==> src/logic/wdog_defines.svh <==
// Offsets, field positions, reset values and counts of the watchdog.
// Assumes byte addresses on the plain register port, 32-bit data.
`ifndef WDOG_DEFINES_SVH
`define WDOG_DEFINES_SVH

// Register byte offsets
`define WDT_CTRL_ADDR   12'h100
`define WDT_SVC_ADDR    12'h104
`define WDT_STAT_ADDR   12'h108

// Control field positions
`define WDT_F_WIN       0
`define WDT_F_LONG      1
`define WDT_F_TSEL_LO   2
`define WDT_F_CSEL_LO   4
`define WDT_F_STOP_RUN  6
`define WDT_F_DBG_RUN   7
`define WDT_CTRL_W      8

// Control reset value: 1 kHz source, select 11, short timeout
`define WDT_CTRL_RESET  8'h0c

// Service sequence keys
`define WDT_KEY_FIRST   32'h0000_0055
`define WDT_KEY_SECOND  32'h0000_00aa

// Overflow counts in counting cycles
`define WDT_OVF_S1      32
`define WDT_OVF_S2      256
`define WDT_OVF_S3      1024
`define WDT_OVF_L1      8192
`define WDT_OVF_L2      65536
`define WDT_OVF_L3      262144

`endif

==> src/logic/wdog_pkg.sv <==
// Types shared by the watchdog design and its bench.
// Assumes wdog_defines.svh sits beside it.
`include "wdog_defines.svh"

package wdog_pkg;

  // Counting clock sources
  typedef enum logic [1:0] {
    SRC_LPO  = 2'h0,
    SRC_IRC  = 2'h1,
    SRC_XTAL = 2'h2,
    SRC_BUS  = 2'h3
  } clk_src_e;

  // Control register layout, msb first
  typedef struct packed {
    logic       debug_run_enable;
    logic       stop_run_enable;
    clk_src_e   count_clock_select;
    logic [1:0] timeout_select;
    logic       long_timeout_bit;
    logic       window_enable;
  } ctrl_s;

  // Service sequence progress, one-hot
  typedef enum logic [1:0] {
    SEQ_IDLE  = 2'b01,
    SEQ_ARMED = 2'b10
  } seq_e;

  // Register port request
  typedef struct packed {
    logic [11:0] addr;
    logic [31:0] wdata;
    logic        wr;
    logic        rd;
  } reg_req_s;

endpackage

==> src/logic/windowed_watchdog_timer.sv <==
// Windowed watchdog: service register, write-once control, counter.
// Assumes the bus clock is sys_clk_in; other counting clocks are pins.
//
// What this block does
// - Comes up enabled and counting after reset.
// - Timeout select 00 disables the watchdog.
// - 0x55 then 0xAA clears the counter.
// - Service writes store nothing.
// - Overflow before service asserts system reset.
// - Other service value resets immediately.
// - Defaults: 1 kHz source, 2^10 overflow.
// - Clock select chooses the counting clock.
// - Overflow count from select and long bit.
// - Windowed: service only in last quarter.
// - Early windowed service resets immediately.
// - Short timeout ignores window enable.
// - Control register is write-once per reset.
// - Non-1 kHz sources halt in debug/stop.
// - Counter clears on debug/stop entry.
// - Run enables keep counting in debug/stop.
// - Bus clock with stop-run holds in stop.
// - Deepest low-leakage stop disables the watchdog.
//
// Register map on the plain port
//   Control, offset 0x100, read and write, write-once per reset
//     bit 0     window enable, honoured only with the long timeout
//     bit 1     long timeout bit
//     bits 3:2  timeout select, 00 turns the watchdog off
//     bits 5:4  counting clock select, 11 picks the bus clock
//     bit 6     stop-run enable
//     bit 7     debug-run enable
//   Service, offset 0x104, write only, reads as zero
//     0x55 arms the sequence, 0xaa right after it restarts the period
//     Any other word requests a system reset at once
//   Status, offset 0x108, read only
//     bits 17:0 counter
//     bit 18    service sequence armed
//     bit 19    watchdog enabled
//     bit 20    control locked
//
// Timing on the register port
//   Writes take effect at the edge that samples the write strobe
//   Read data stand only in the cycle after the read strobe
//   The port never stalls; strobes may follow back to back
//
// Counting
//   Pin clocks pass two flops; a third flop finds the rising edge
//   Each rising edge of the selected pin is one counting cycle
//   The bus clock source counts once per bus cycle
//   Pin clocks must run below half the bus clock or edges are lost
//   The ovf-th counting cycle raises the reset request
//   The counter then holds at its last value until reset or a counter clear
//
// Window
//   With window and long timeout set, service opens at 3/4 of ovf
//   Either key written before that point resets at once
//
// Modes
//   Debug or stop entry clears the counter unless its run bit is set
//   Sources other than 1 kHz freeze in debug or stop unless allowed
//   The bus source always freezes in stop
//   Deepest low-leakage stop holds the counter at zero, ignores service
//   Mode inputs come from logic on the bus clock and pass no flops
//
// Reset request
//   Registered and sticky; only the system reset clears it
//   The surrounding system is expected to turn it into nrst_in
//
// Local design decisions: the plain strobed port and the register offsets.
`timescale 1ns/1ns
`include "wdog_defines.svh"

module windowed_watchdog_timer
  import wdog_pkg::*;
#(
  parameter int CNT_W   = 18,
  parameter int OVF_L1  = `WDT_OVF_L1,
  parameter int OVF_L2  = `WDT_OVF_L2,
  parameter int OVF_L3  = `WDT_OVF_L3
)(
  // Clock and reset
  input  wire logic        sys_clk_in,
  input  wire logic        nrst_in,
  // Register port
  input  wire logic [11:0] reg_addr_in,
  input  wire logic [31:0] reg_wdata_in,
  input  wire logic        reg_wr_in,
  input  wire logic        reg_rd_in,
  output logic      [31:0] reg_rdata_out,
  // Counting clock pins
  input  wire logic        lpo_clk_in,
  input  wire logic        irc_clk_in,
  input  wire logic        xtal_clk_in,
  // Power and debug modes
  input  wire logic        debug_mode_in,
  input  wire logic        stop_mode_in,
  input  wire logic        deep_stop_in,
  // System reset request
  output logic             sys_reset_req_out
);

  localparam int CW1 = CNT_W + 1;

  // Long counts must fit the counter and split into quarters
  generate
    if (OVF_L3 > (1 << CNT_W) || OVF_L1 % 4 != 0 || OVF_L2 % 4 != 0 ||
        OVF_L3 % 4 != 0 || OVF_L1 < 4 || `WDT_OVF_S3 > (1 << CNT_W))
    begin : g_bad_counts
      $error("windowed_watchdog_timer: counts do not fit the counter");
    end
  endgenerate

  // Register hit for a request, shared by the write strobes
  function automatic logic hits(input reg_req_s r, input logic [11:0] a);
    hits = (r.addr == a);
  endfunction

  // Overflow length for a control setting, zero when disabled
  function automatic logic [CNT_W:0] ovf_len(input ctrl_s c);
    logic [2:0] key;
    key = {c.long_timeout_bit, c.timeout_select};
    case (key)
      3'h1:    ovf_len = CW1'(`WDT_OVF_S1);
      3'h2:    ovf_len = CW1'(`WDT_OVF_S2);
      3'h3:    ovf_len = CW1'(`WDT_OVF_S3);
      3'h5:    ovf_len = CW1'(OVF_L1);
      3'h6:    ovf_len = CW1'(OVF_L2);
      3'h7:    ovf_len = CW1'(OVF_L3);
      default: ovf_len = '0;
    endcase
  endfunction

  // Bus request bundle
  reg_req_s          req;
  // Stored control and lock
  ctrl_s             ctrl_ff;
  logic              locked_ff;
  // Counter and service progress
  logic [CNT_W-1:0]  count_ff;
  logic [CNT_W-1:0]  nxt_count;
  seq_e              seq_ff;
  // Mode history for entry detection
  logic              debug_q_ff;
  logic              stop_q_ff;
  // Pin clock synchronisers and edge stage
  logic [2:0]        sync1_ff;
  logic [2:0]        sync2_ff;
  logic [2:0]        sync3_ff;
  logic [2:0]        pin_tick;
  // Derived controls
  logic [CNT_W:0]    ovf;
  logic [CNT_W:0]    win_open;
  logic              enabled;
  logic              windowed;
  logic              tick;
  logic              halt;
  logic              entry_clear;
  logic              ctrl_wr;
  logic              svc_wr;
  logic              svc_done;
  logic              svc_bad;
  logic              overflow_hit;
  logic              early;

  assign req = '{addr: reg_addr_in, wdata: reg_wdata_in,
                 wr: reg_wr_in, rd: reg_rd_in};

  // Pins pass two flops; third flop only for the edge
  genvar gi;
  generate
    for (gi = 0; gi < 3; gi++)
    begin : g_pin
      always_ff @(posedge sys_clk_in or negedge nrst_in)
      begin
        if (!nrst_in)
        begin
          sync1_ff[gi] <= 1'b0;
          sync2_ff[gi] <= 1'b0;
          sync3_ff[gi] <= 1'b0;
        end
        else
        begin
          sync1_ff[gi] <= (gi == 0) ? lpo_clk_in :
                          (gi == 1) ? irc_clk_in : xtal_clk_in;
          sync2_ff[gi] <= sync1_ff[gi];
          sync3_ff[gi] <= sync2_ff[gi];
        end
      end
      // Rising edge of the synchronised pin clock
      assign pin_tick[gi] = sync2_ff[gi] & ~sync3_ff[gi];
    end
  endgenerate

  // Counting tick from the selected source
  always_comb
  begin
    unique case (ctrl_ff.count_clock_select)
      SRC_LPO:  tick = pin_tick[0];
      SRC_IRC:  tick = pin_tick[1];
      SRC_XTAL: tick = pin_tick[2];
      SRC_BUS:  tick = 1'b1;
    endcase
  end

  // Limits and mode decode
  assign ovf      = ovf_len(ctrl_ff);
  assign win_open = ovf - (ovf >> 2);
  // Deepest stop turns counting and service off
  assign enabled  = (ctrl_ff.timeout_select != 2'h0)
                    && !deep_stop_in;
  // Window only with the long timeout
  assign windowed = ctrl_ff.window_enable
                    && ctrl_ff.long_timeout_bit;

  // Halt non-1 kHz increment in debug or stop unless allowed to run; bus always halts in stop
  always_comb
  begin
    halt = 1'b0;
    if (ctrl_ff.count_clock_select != SRC_LPO)
    begin
      // Non-1 kHz sources freeze in debug and stop
      halt = (debug_mode_in && !ctrl_ff.debug_run_enable) ||
             (stop_mode_in && !ctrl_ff.stop_run_enable);
    end
    if (ctrl_ff.count_clock_select == SRC_BUS && stop_mode_in)
      halt = 1'b1;
  end

  // Entry into debug or stop clears unless run is enabled
  assign entry_clear =
    (debug_mode_in && !debug_q_ff && !ctrl_ff.debug_run_enable) ||
    (stop_mode_in && !stop_q_ff && !ctrl_ff.stop_run_enable);

  // Register strobes
  assign ctrl_wr = req.wr && hits(req, `WDT_CTRL_ADDR);
  assign svc_wr  = req.wr && hits(req, `WDT_SVC_ADDR) && enabled;
  assign early   = windowed && CW1'(count_ff) < win_open;

  // Completed pair restarts the period
  assign svc_done = svc_wr && req.wdata == `WDT_KEY_SECOND
                    && seq_ff == SEQ_ARMED && !early;
  // Wrong value or early windowed write resets now
  assign svc_bad  = svc_wr && ((req.wdata != `WDT_KEY_FIRST &&
                                req.wdata != `WDT_KEY_SECOND)
                               || early);
  // Last cycle of the period reached
  assign overflow_hit = enabled && tick && !halt
                        && CW1'(count_ff) == ovf - CW1'(1);

  // Mode history
  always_ff @(posedge sys_clk_in or negedge nrst_in)
  begin
    if (!nrst_in)
    begin
      debug_q_ff <= 1'b0;
      stop_q_ff  <= 1'b0;
    end
    else
    begin
      debug_q_ff <= debug_mode_in;
      stop_q_ff  <= stop_mode_in;
    end
  end

  // Write-once control register
  always_ff @(posedge sys_clk_in or negedge nrst_in)
  begin
    if (!nrst_in)
    begin
      ctrl_ff   <= ctrl_s'(`WDT_CTRL_RESET);
      locked_ff <= 1'b0;
    end
    else if (ctrl_wr && !locked_ff)
    begin
      // First write fixes the settings
      ctrl_ff   <= ctrl_s'(req.wdata[`WDT_CTRL_W-1:0]);
      locked_ff <= 1'b1;
    end
  end

  // Next counter value
  always_comb
  begin
    nxt_count = count_ff;
    if (!enabled)
      nxt_count = '0;
    else if (ctrl_wr && !locked_ff)
      nxt_count = '0;
    else if (svc_done || entry_clear)
      nxt_count = '0;
    else if (overflow_hit)
      nxt_count = count_ff;  // Hold at the last count, request is out
    else if (tick && !halt)
      nxt_count = count_ff + CNT_W'(1);
  end

  // Counter
  always_ff @(posedge sys_clk_in or negedge nrst_in)
  begin
    if (!nrst_in)
      count_ff <= '0;
    else
      count_ff <= nxt_count;
  end

  // Service sequence tracker; the register itself holds nothing
  always_ff @(posedge sys_clk_in or negedge nrst_in)
  begin
    if (!nrst_in)
      seq_ff <= SEQ_IDLE;
    else if (!enabled)
      seq_ff <= SEQ_IDLE;
    else if (svc_wr)
    begin
      // Arm on first key, anything else disarms
      if (req.wdata == `WDT_KEY_FIRST)
        seq_ff <= SEQ_ARMED;
      else
        seq_ff <= SEQ_IDLE;
    end
  end

  // Sticky reset request until the system reset arrives
  always_ff @(posedge sys_clk_in or negedge nrst_in)
  begin
    if (!nrst_in)
      sys_reset_req_out <= 1'b0;
    else if (svc_bad || overflow_hit)
      sys_reset_req_out <= 1'b1;
  end

  // Read data, one cycle after the strobe
  always_ff @(posedge sys_clk_in or negedge nrst_in)
  begin
    if (!nrst_in)
      reg_rdata_out <= '0;
    else if (req.rd)
    begin
      unique case (req.addr)
        // Control value, upper bits zero
        `WDT_CTRL_ADDR: reg_rdata_out <= 32'(ctrl_ff);
        // Service register keeps nothing
        `WDT_SVC_ADDR:  reg_rdata_out <= '0;
        // Lock, enable, armed, counter
        `WDT_STAT_ADDR: reg_rdata_out <= 32'({locked_ff, enabled,
                                              seq_ff == SEQ_ARMED, count_ff});
        default:        reg_rdata_out <= '0;
      endcase
    end
    else
      reg_rdata_out <= '0;
  end

endmodule // windowed_watchdog_timer

==> config.mk <==
export PLATFORM = sky130hd
export DESIGN_NAME = windowed_watchdog_timer
export DESIGN_NICKNAME = d
export VERILOG_FILES = /design/src/logic/wdog_pkg.sv /design/src/logic/windowed_watchdog_timer.sv
export VERILOG_INCLUDE_DIRS = /design/src /design/src/logic
export SDC_FILE = /design/constraint.sdc
export NUM_CORES = 1
export LEC_CHECK = 0
export BUFFER_PORTS_ARGS = -buffer_cell sky130_fd_sc_hd__buf_2
export CORE_MARGIN = 4
export CORE_UTILIZATION = 45
export CTS_CLUSTER_SIZE = 20
export DETAILED_ROUTE_END_ITERATION = 10
export GPL_ROUTABILITY_DRIVEN = 0
export HOLD_SLACK_MARGIN = 0.02
export PLACE_DENSITY = 0.74
export SLEW_MARGIN = 20
export SYNTH_ARGS = -nofsm -noshare
export SYNTH_HDL_FRONTEND = slang
export SYNTH_SLANG_ARGS = --single-unit
==> constraint.sdc <==
create_clock -name sys_clk_in -period 7.5 [get_ports sys_clk_in]
set_input_delay 0.75 -clock sys_clk_in [delete_from_list [all_inputs] [get_ports sys_clk_in]]
set_output_delay 0.75 -clock sys_clk_in [all_outputs]
set_load 0.03 [all_outputs]
---- After elaboration in Yosys (flattened, before gate mapping) ----
Cells that the tools add are included.
operators by class
  muxes and demuxes ....................... 14
  equal/unequal tests ..................... 21
  bitwise logic cells ..................... 6
  reduce and logical (&&, ||, !) cells .... 40
  $lt $le $gt $ge ......................... 1
  add/subtract/negate cells ............... 3
operators by type and width
  kind                     count
  $pmux W19 S6             1
  $mux W18                 5
  $pmux W21 S2             1
  $eq A12 B9 Y1 const B    3
  $eq A32 B7 Y1 const B    1
  $eq A32 B8 Y1 const B    1
  $mux W32                 1
  $ne A32 B7 Y1 const B    1
  $ne A32 B8 Y1 const B    1
  $logic_and A1 B1 Y1      23
  $eq A18 B19 Y1           1
  $lt A18 B19 Y1           1
  $sub A19 B1 Y19 const B  1
  $sub A19 B17 Y19         1
  $add A18 B1 Y18 const B  1
  $eq A3 B3 Y1 const B     3
  $logic_not A1 Y1         8
  $eq A2 B2 Y1 const B     3
  $eq A3 B2 Y1 const B     2
  $mux W2                  3
  $logic_or A1 B1 Y1       5
  $ne A4 B1 Y1 const B     1
  $ne A4 B2 Y1 const B     1
  $pmux W1 S4              1
  9 further kinds          15
word-level totals
  input port bits ......................... 54
  register bits after elaboration ......... 73
  word-level logic and storage cells ...... 107

---- Longest topological paths before layout ----
  depth in word-level cells ............... 12
  gate-level depth with buffers ........... 12
  mapped depth without buffers ............ 9

---- Worst setup path before layout ----
OpenSTA, ideal clock, no wires.
  path type ............................... register to register
  from .................................... register ctrl_ff[3] in the netlist's numbering
  to ...................................... register count_ff[13]
  clock period less this slack ............ 3.135 ns
  path slack .............................. 4.365 ns
  data arrival time ....................... 3.062 ns
  cell stages (with the launch flop) ...... 13
  library setup time ...................... 0.073 ns
  cells stage by stage .................... dfstp_2 > buf_6 > buf_8 > or3b_2 > ha_1 > xnor2_1 > a2111oi_0 > nand4b_1 > nor4b_2 > buf_4 > buf_2 > o21ai_0 > a21oi_2
on the way
  word-level cells in the longest chain between the ends .. 11
  elaborated cells on any way between the ends .. 29
  classes of those cells .................. 2 x add/sub; 1 x order compare; 9 x eq/ne; 4 x mux; 13 x reduce/logical
ends and longest elaborated chain
  what                                        line                            RTL
  start: declaration                          windowed_watchdog_timer.sv:136  ctrl_s ctrl_ff;
  start signal: assignment                    windowed_watchdog_timer.sv:270  ctrl_ff <= ctrl_s'(`WDT_CTRL_RESET);
  start signal: assignment                    windowed_watchdog_timer.sv:276  ctrl_ff <= ctrl_s'(req.wdata[`WDT_CTRL_W-1:0]);
  $eq A3 B3 Y1, or another cell as far along  windowed_watchdog_timer.sv:122  case (key)
  $pmux W19 S6                                windowed_watchdog_timer.sv:122
  $sub A19 B17 Y19                            windowed_watchdog_timer.sv:207  assign win_open = ovf - (ovf >> 2);
  $lt A18 B19 Y1                              windowed_watchdog_timer.sv:237  assign early = windowed && CW1'(count_ff) < win_open;
  $logic_and A1 B1 Y1                         windowed_watchdog_timer.sv:237
  $logic_not A1 Y1                            windowed_watchdog_timer.sv:241  && seq_ff == SEQ_ARMED && !early;
  $logic_and A1 B1 Y1                         windowed_watchdog_timer.sv:240  assign svc_done = svc_wr && req.wdata == `WDT_KEY_SECOND
  $logic_or A1 B1 Y1                          windowed_watchdog_timer.sv:289  else if (svc_done || entry_clear)
  $mux W18                                    windowed_watchdog_timer.sv:289
  $mux W18                                    windowed_watchdog_timer.sv:287  else if (ctrl_wr && !locked_ff)
  $mux W18                                    windowed_watchdog_timer.sv:285  if (!enabled)
  end signal: assignment                      windowed_watchdog_timer.sv:303  count_ff <= nxt_count;
  end: declaration                            windowed_watchdog_timer.sv:139  logic [CNT_W-1:0] count_ff;
Parallel ways exist; a longest one is shown, timed or not.
A chain may end at the register's enable or synchronous reset.

---- Final worst setup path ----
  from .................................... register ctrl_ff[3] in the netlist's numbering
  to ...................................... register count_ff[14]
The elaborated chain is that of the path after synthesis.

==> qor.csv <==
metric;value;unit
status;completed;
setup_repair_after_global_routing_missed_its_margin;no;
stdcell_area;4190;sq um
synth_compound_area_share;14.8;%
post-synth-top-area-fraction;40.6;%
final_min_period_over_clock_period;45.3;%
ffs_latches_synth;62;
grt_first_pass_wirelength;14600;um
cts.sinks;62;
synth_async_sr_flop_share;100;%
synth.top_cells.by_area;dfrtp_1, ha_1, mux2_2;
holdWs;0.355;ns
totalNegativeSetupSlack;0;ns
worst_pin_slew;0.855;ns
critical_path.startpoint_type;flip-flop;
route.detailed.drc;0;
antenna_cells;0;
synth.distinct_cells;62;
die_area;9590;sq um
clk-insertion-delay-late;0.34;ns
clock_tree.htree_level_count;3;
drt.antenna.violating_nets;0;
initial_antenna_violation_count;0;
period_needed;3.40;ns
buffer_ports.inserted;75;
criticalPathCategory;flip-flop to flip-flop;
fin_total_pwr;0.642;mW
synth_area_leader_cell;dfrtp_1;
tritoncts_buffer_count;9;
layout-drive-gt1-share;28.5;%
flow.area_growth_from_synthesis;15.2;%
clock.fmax;0.294;GHz
report.final.hold_viol_count;0;
fp.dieW;97.9;um
placed_cells_incl_taps;528;
worstSetupStartpoint;ctrl_ff[3];
power_per_cell_area;153;nW/um^2
floorplan.io_pins;87;
maxCapViolations;0;
place_worst_setup_slack;4.14;ns
setup-violations-final;0;
slew_headroom;43.0;%
grtUsageTotal;18.7;%
yosysWarningCount;0;
required;7.75;ns
clkTransAtPathRegs;0.07;ns
post_cts_resize_count;0;
hold_path_class;flip-flop to flip-flop;
placeableCoreArea;7810;sq um
routed_via_density;5.85;
final_core_utilization;53.7;%
yosys.area_share.simple;25.6;%
synth.mux.area_fraction;5.26;%
wl_per_cell;16.1;um
grt_pass1_vias;3092;
via_count;3180;
worstPathArrival;3.65;ns
cell_row_count;32;
detailedRoute.firstPassIterationCount;5;
timing.final.max_slew_violations;0;
finish.net_count;505;
placement_cell_area;4020;sq um
sequential_cell_area;1560;sq um
vdd_ir_drop_max;75.7;uV
fill_cells;707;
timing.clock.skew;0.00844;ns
seq_area_frac_synth;42.7;%
final_cell_count_no_fill;544;
wirelength;8780;um
tritoncts;built;
post_synth_instance_area;3640;sq um
floorplan.initialDensity;46.6;%
dp_hpwl;6510;um
startpoint_of_the_worst_register_to_register_path;ctrl_ff[3];
die_y_extent;97.9;um
multiInputGateArea;1910;sq um
grt_max_degree;63;
drt_first_iter_violations;152;
post_synthesis_adder_cell_area_fraction;4.81;%
post_synth_inst_count;367;
ctsHoldBuffers;0;
cell_at_the_root_of_the_clock_tree;clkbuf_8;
avgSynthCellArea;9.91;sq um
postCtsSetupRepairBufs;0;
cts.path.max_buffers;2;
synth_top_flop_cell;dfrtp_1;
edff_count_synth;0;
worst_hold_startpoint;sync1_ff[2];
combinational_family_with_the_most_area_after_synthesis;simple AND/OR/NAND/NOR gates;
power_leakage;1.90;nW
regToRegSetupSlack;4.10;ns
timing.critical_path.to_type;flip-flop;
grt_total_ovfl;0;
timing.final.ws_setup;4.10;ns
synth_xor_area_share;0.963;%
timing.critical_path.fanout_max;30;
## area by class of cell
cell class	instances	area share, %
clock buffer	11	3.37
clock inverter	5	0.806
multi-input combinational	281	45.6
inverter	4	0.358
timing repair buffer	79	9.67
sequential	62	37.1
tap	102	3.04
## report_power, final
part	internal, mW	total (mW)	switching, mW	leakage [nW]
sequential	0.337	0.338	0.000935	0.825
clock	0.129	0.262	0.133	0.0857
combinational	0.0144	0.0412	0.0268	0.985
total	0.481	0.642	0.161	1.90
## worst max-delay path, stage by stage, from the launching register on
cell and delay [ns]:
dfstp_2 0.70, or3b_2 0.54, ha_1 0.33, xnor2_1 0.13
a2111oi_0 0.37, nand4b_1 0.22, nor4b_2 0.26, buf_4 0.32
o21ai_0 0.14, a221oi_2 0.29
## placed cells by master, fill, tap and decap left out, types with 5 or more instances in the layout
cell type	count
ha_1	14
o21ai_0	14
mux2_2	9
dfrtp_1	59
nor2_1	23
a21oi_2	10
nor3_1	8
nand2_1	27
clkbuf_8	10
a21oi_1	16
nand4_1	8
nand3_1	11
and3_1	5
or4_1	10
o211ai_1	8
conb_1	11
buf_2	75
nand4b_1	5
and2_1	12
mux2i_1	9
nor4_1	10
## cells in the mapped netlist (2+ instances only)
library cell	n
buf_2	4
mux2i_1	9
xnor2_1	3
nand3b_1	2
nor3_1	8
or2_2	3
and3b_1	2
nand2b_1	4
and4_1	2
o22ai_1	3
mux2_2	9
a31oi_1	4
buf_6	2
and2_1	12
nand4_1	8
nor4_1	10
or3_1	3
nor2b_1	4
nor4bb_1	4
ha_1	14
nand4b_1	5
or3b_2	3
nand2_1	27
or4_1	10
nor2_1	23
and3_1	5
or4b_1	4
dfstp_2	3
a211oi_1	2
a41oi_1	3
nand3_1	11
o21ai_0	14
a21oi_1	16
o211ai_1	8
inv_1	4
dfrtp_1	59
buf_4	13
nor4b_1	2
clkbuf_1	10
a211o_1	4
a21oi_2	10
## cell families after synthesis
family	count (synthesis)
and+or+nand+nor	157
AOI/OAI and AO/OA	77
DFF	62
buffers and inverters	34
muxes	18
adders and majority gates	14
xor gates and xnor gates	4
other	1
## worst paths after layout
kind	depth (start not counted)	to
worst max register to register	9	count_ff[14]
worst min register to register	0	sync2_ff[2]
worst max-delay path	9	count_ff[14]
worst min-delay path	0	sync2_ff[2]
min in group asynchronous	2	reg_rdata_out[20]
max in group asynchronous	2	sync2_ff[1]
## per-layer routing
metal,wire [um],GRT usage [%],part of all wire [%],up-vias
met5,0,0,0,-
met1,3710,23.5,42,1533
li1,-,-,-,1490
met3,561,4.64,6.4,19
met2,4280,30.8,49,138
met4,228,7.45,2.6,0
## sequential cells by signal, indices dropped and copies added, names as in the netlist
| name | flops |
|---|---|
| reg_rdata_out | 21 |
| sys_reset_req_out | 1 |
| sync3_ff | 3 |
| sync2_ff | 3 |
| sync1_ff | 3 |
| stop_q_ff | 1 |
| count_ff | 18 |
| seq_ff | 2 |
| locked_ff | 1 |
| ctrl_ff | 8 |
| debug_q_ff | 1 |
Note: power is estimated with default switching activity, not from simulation.
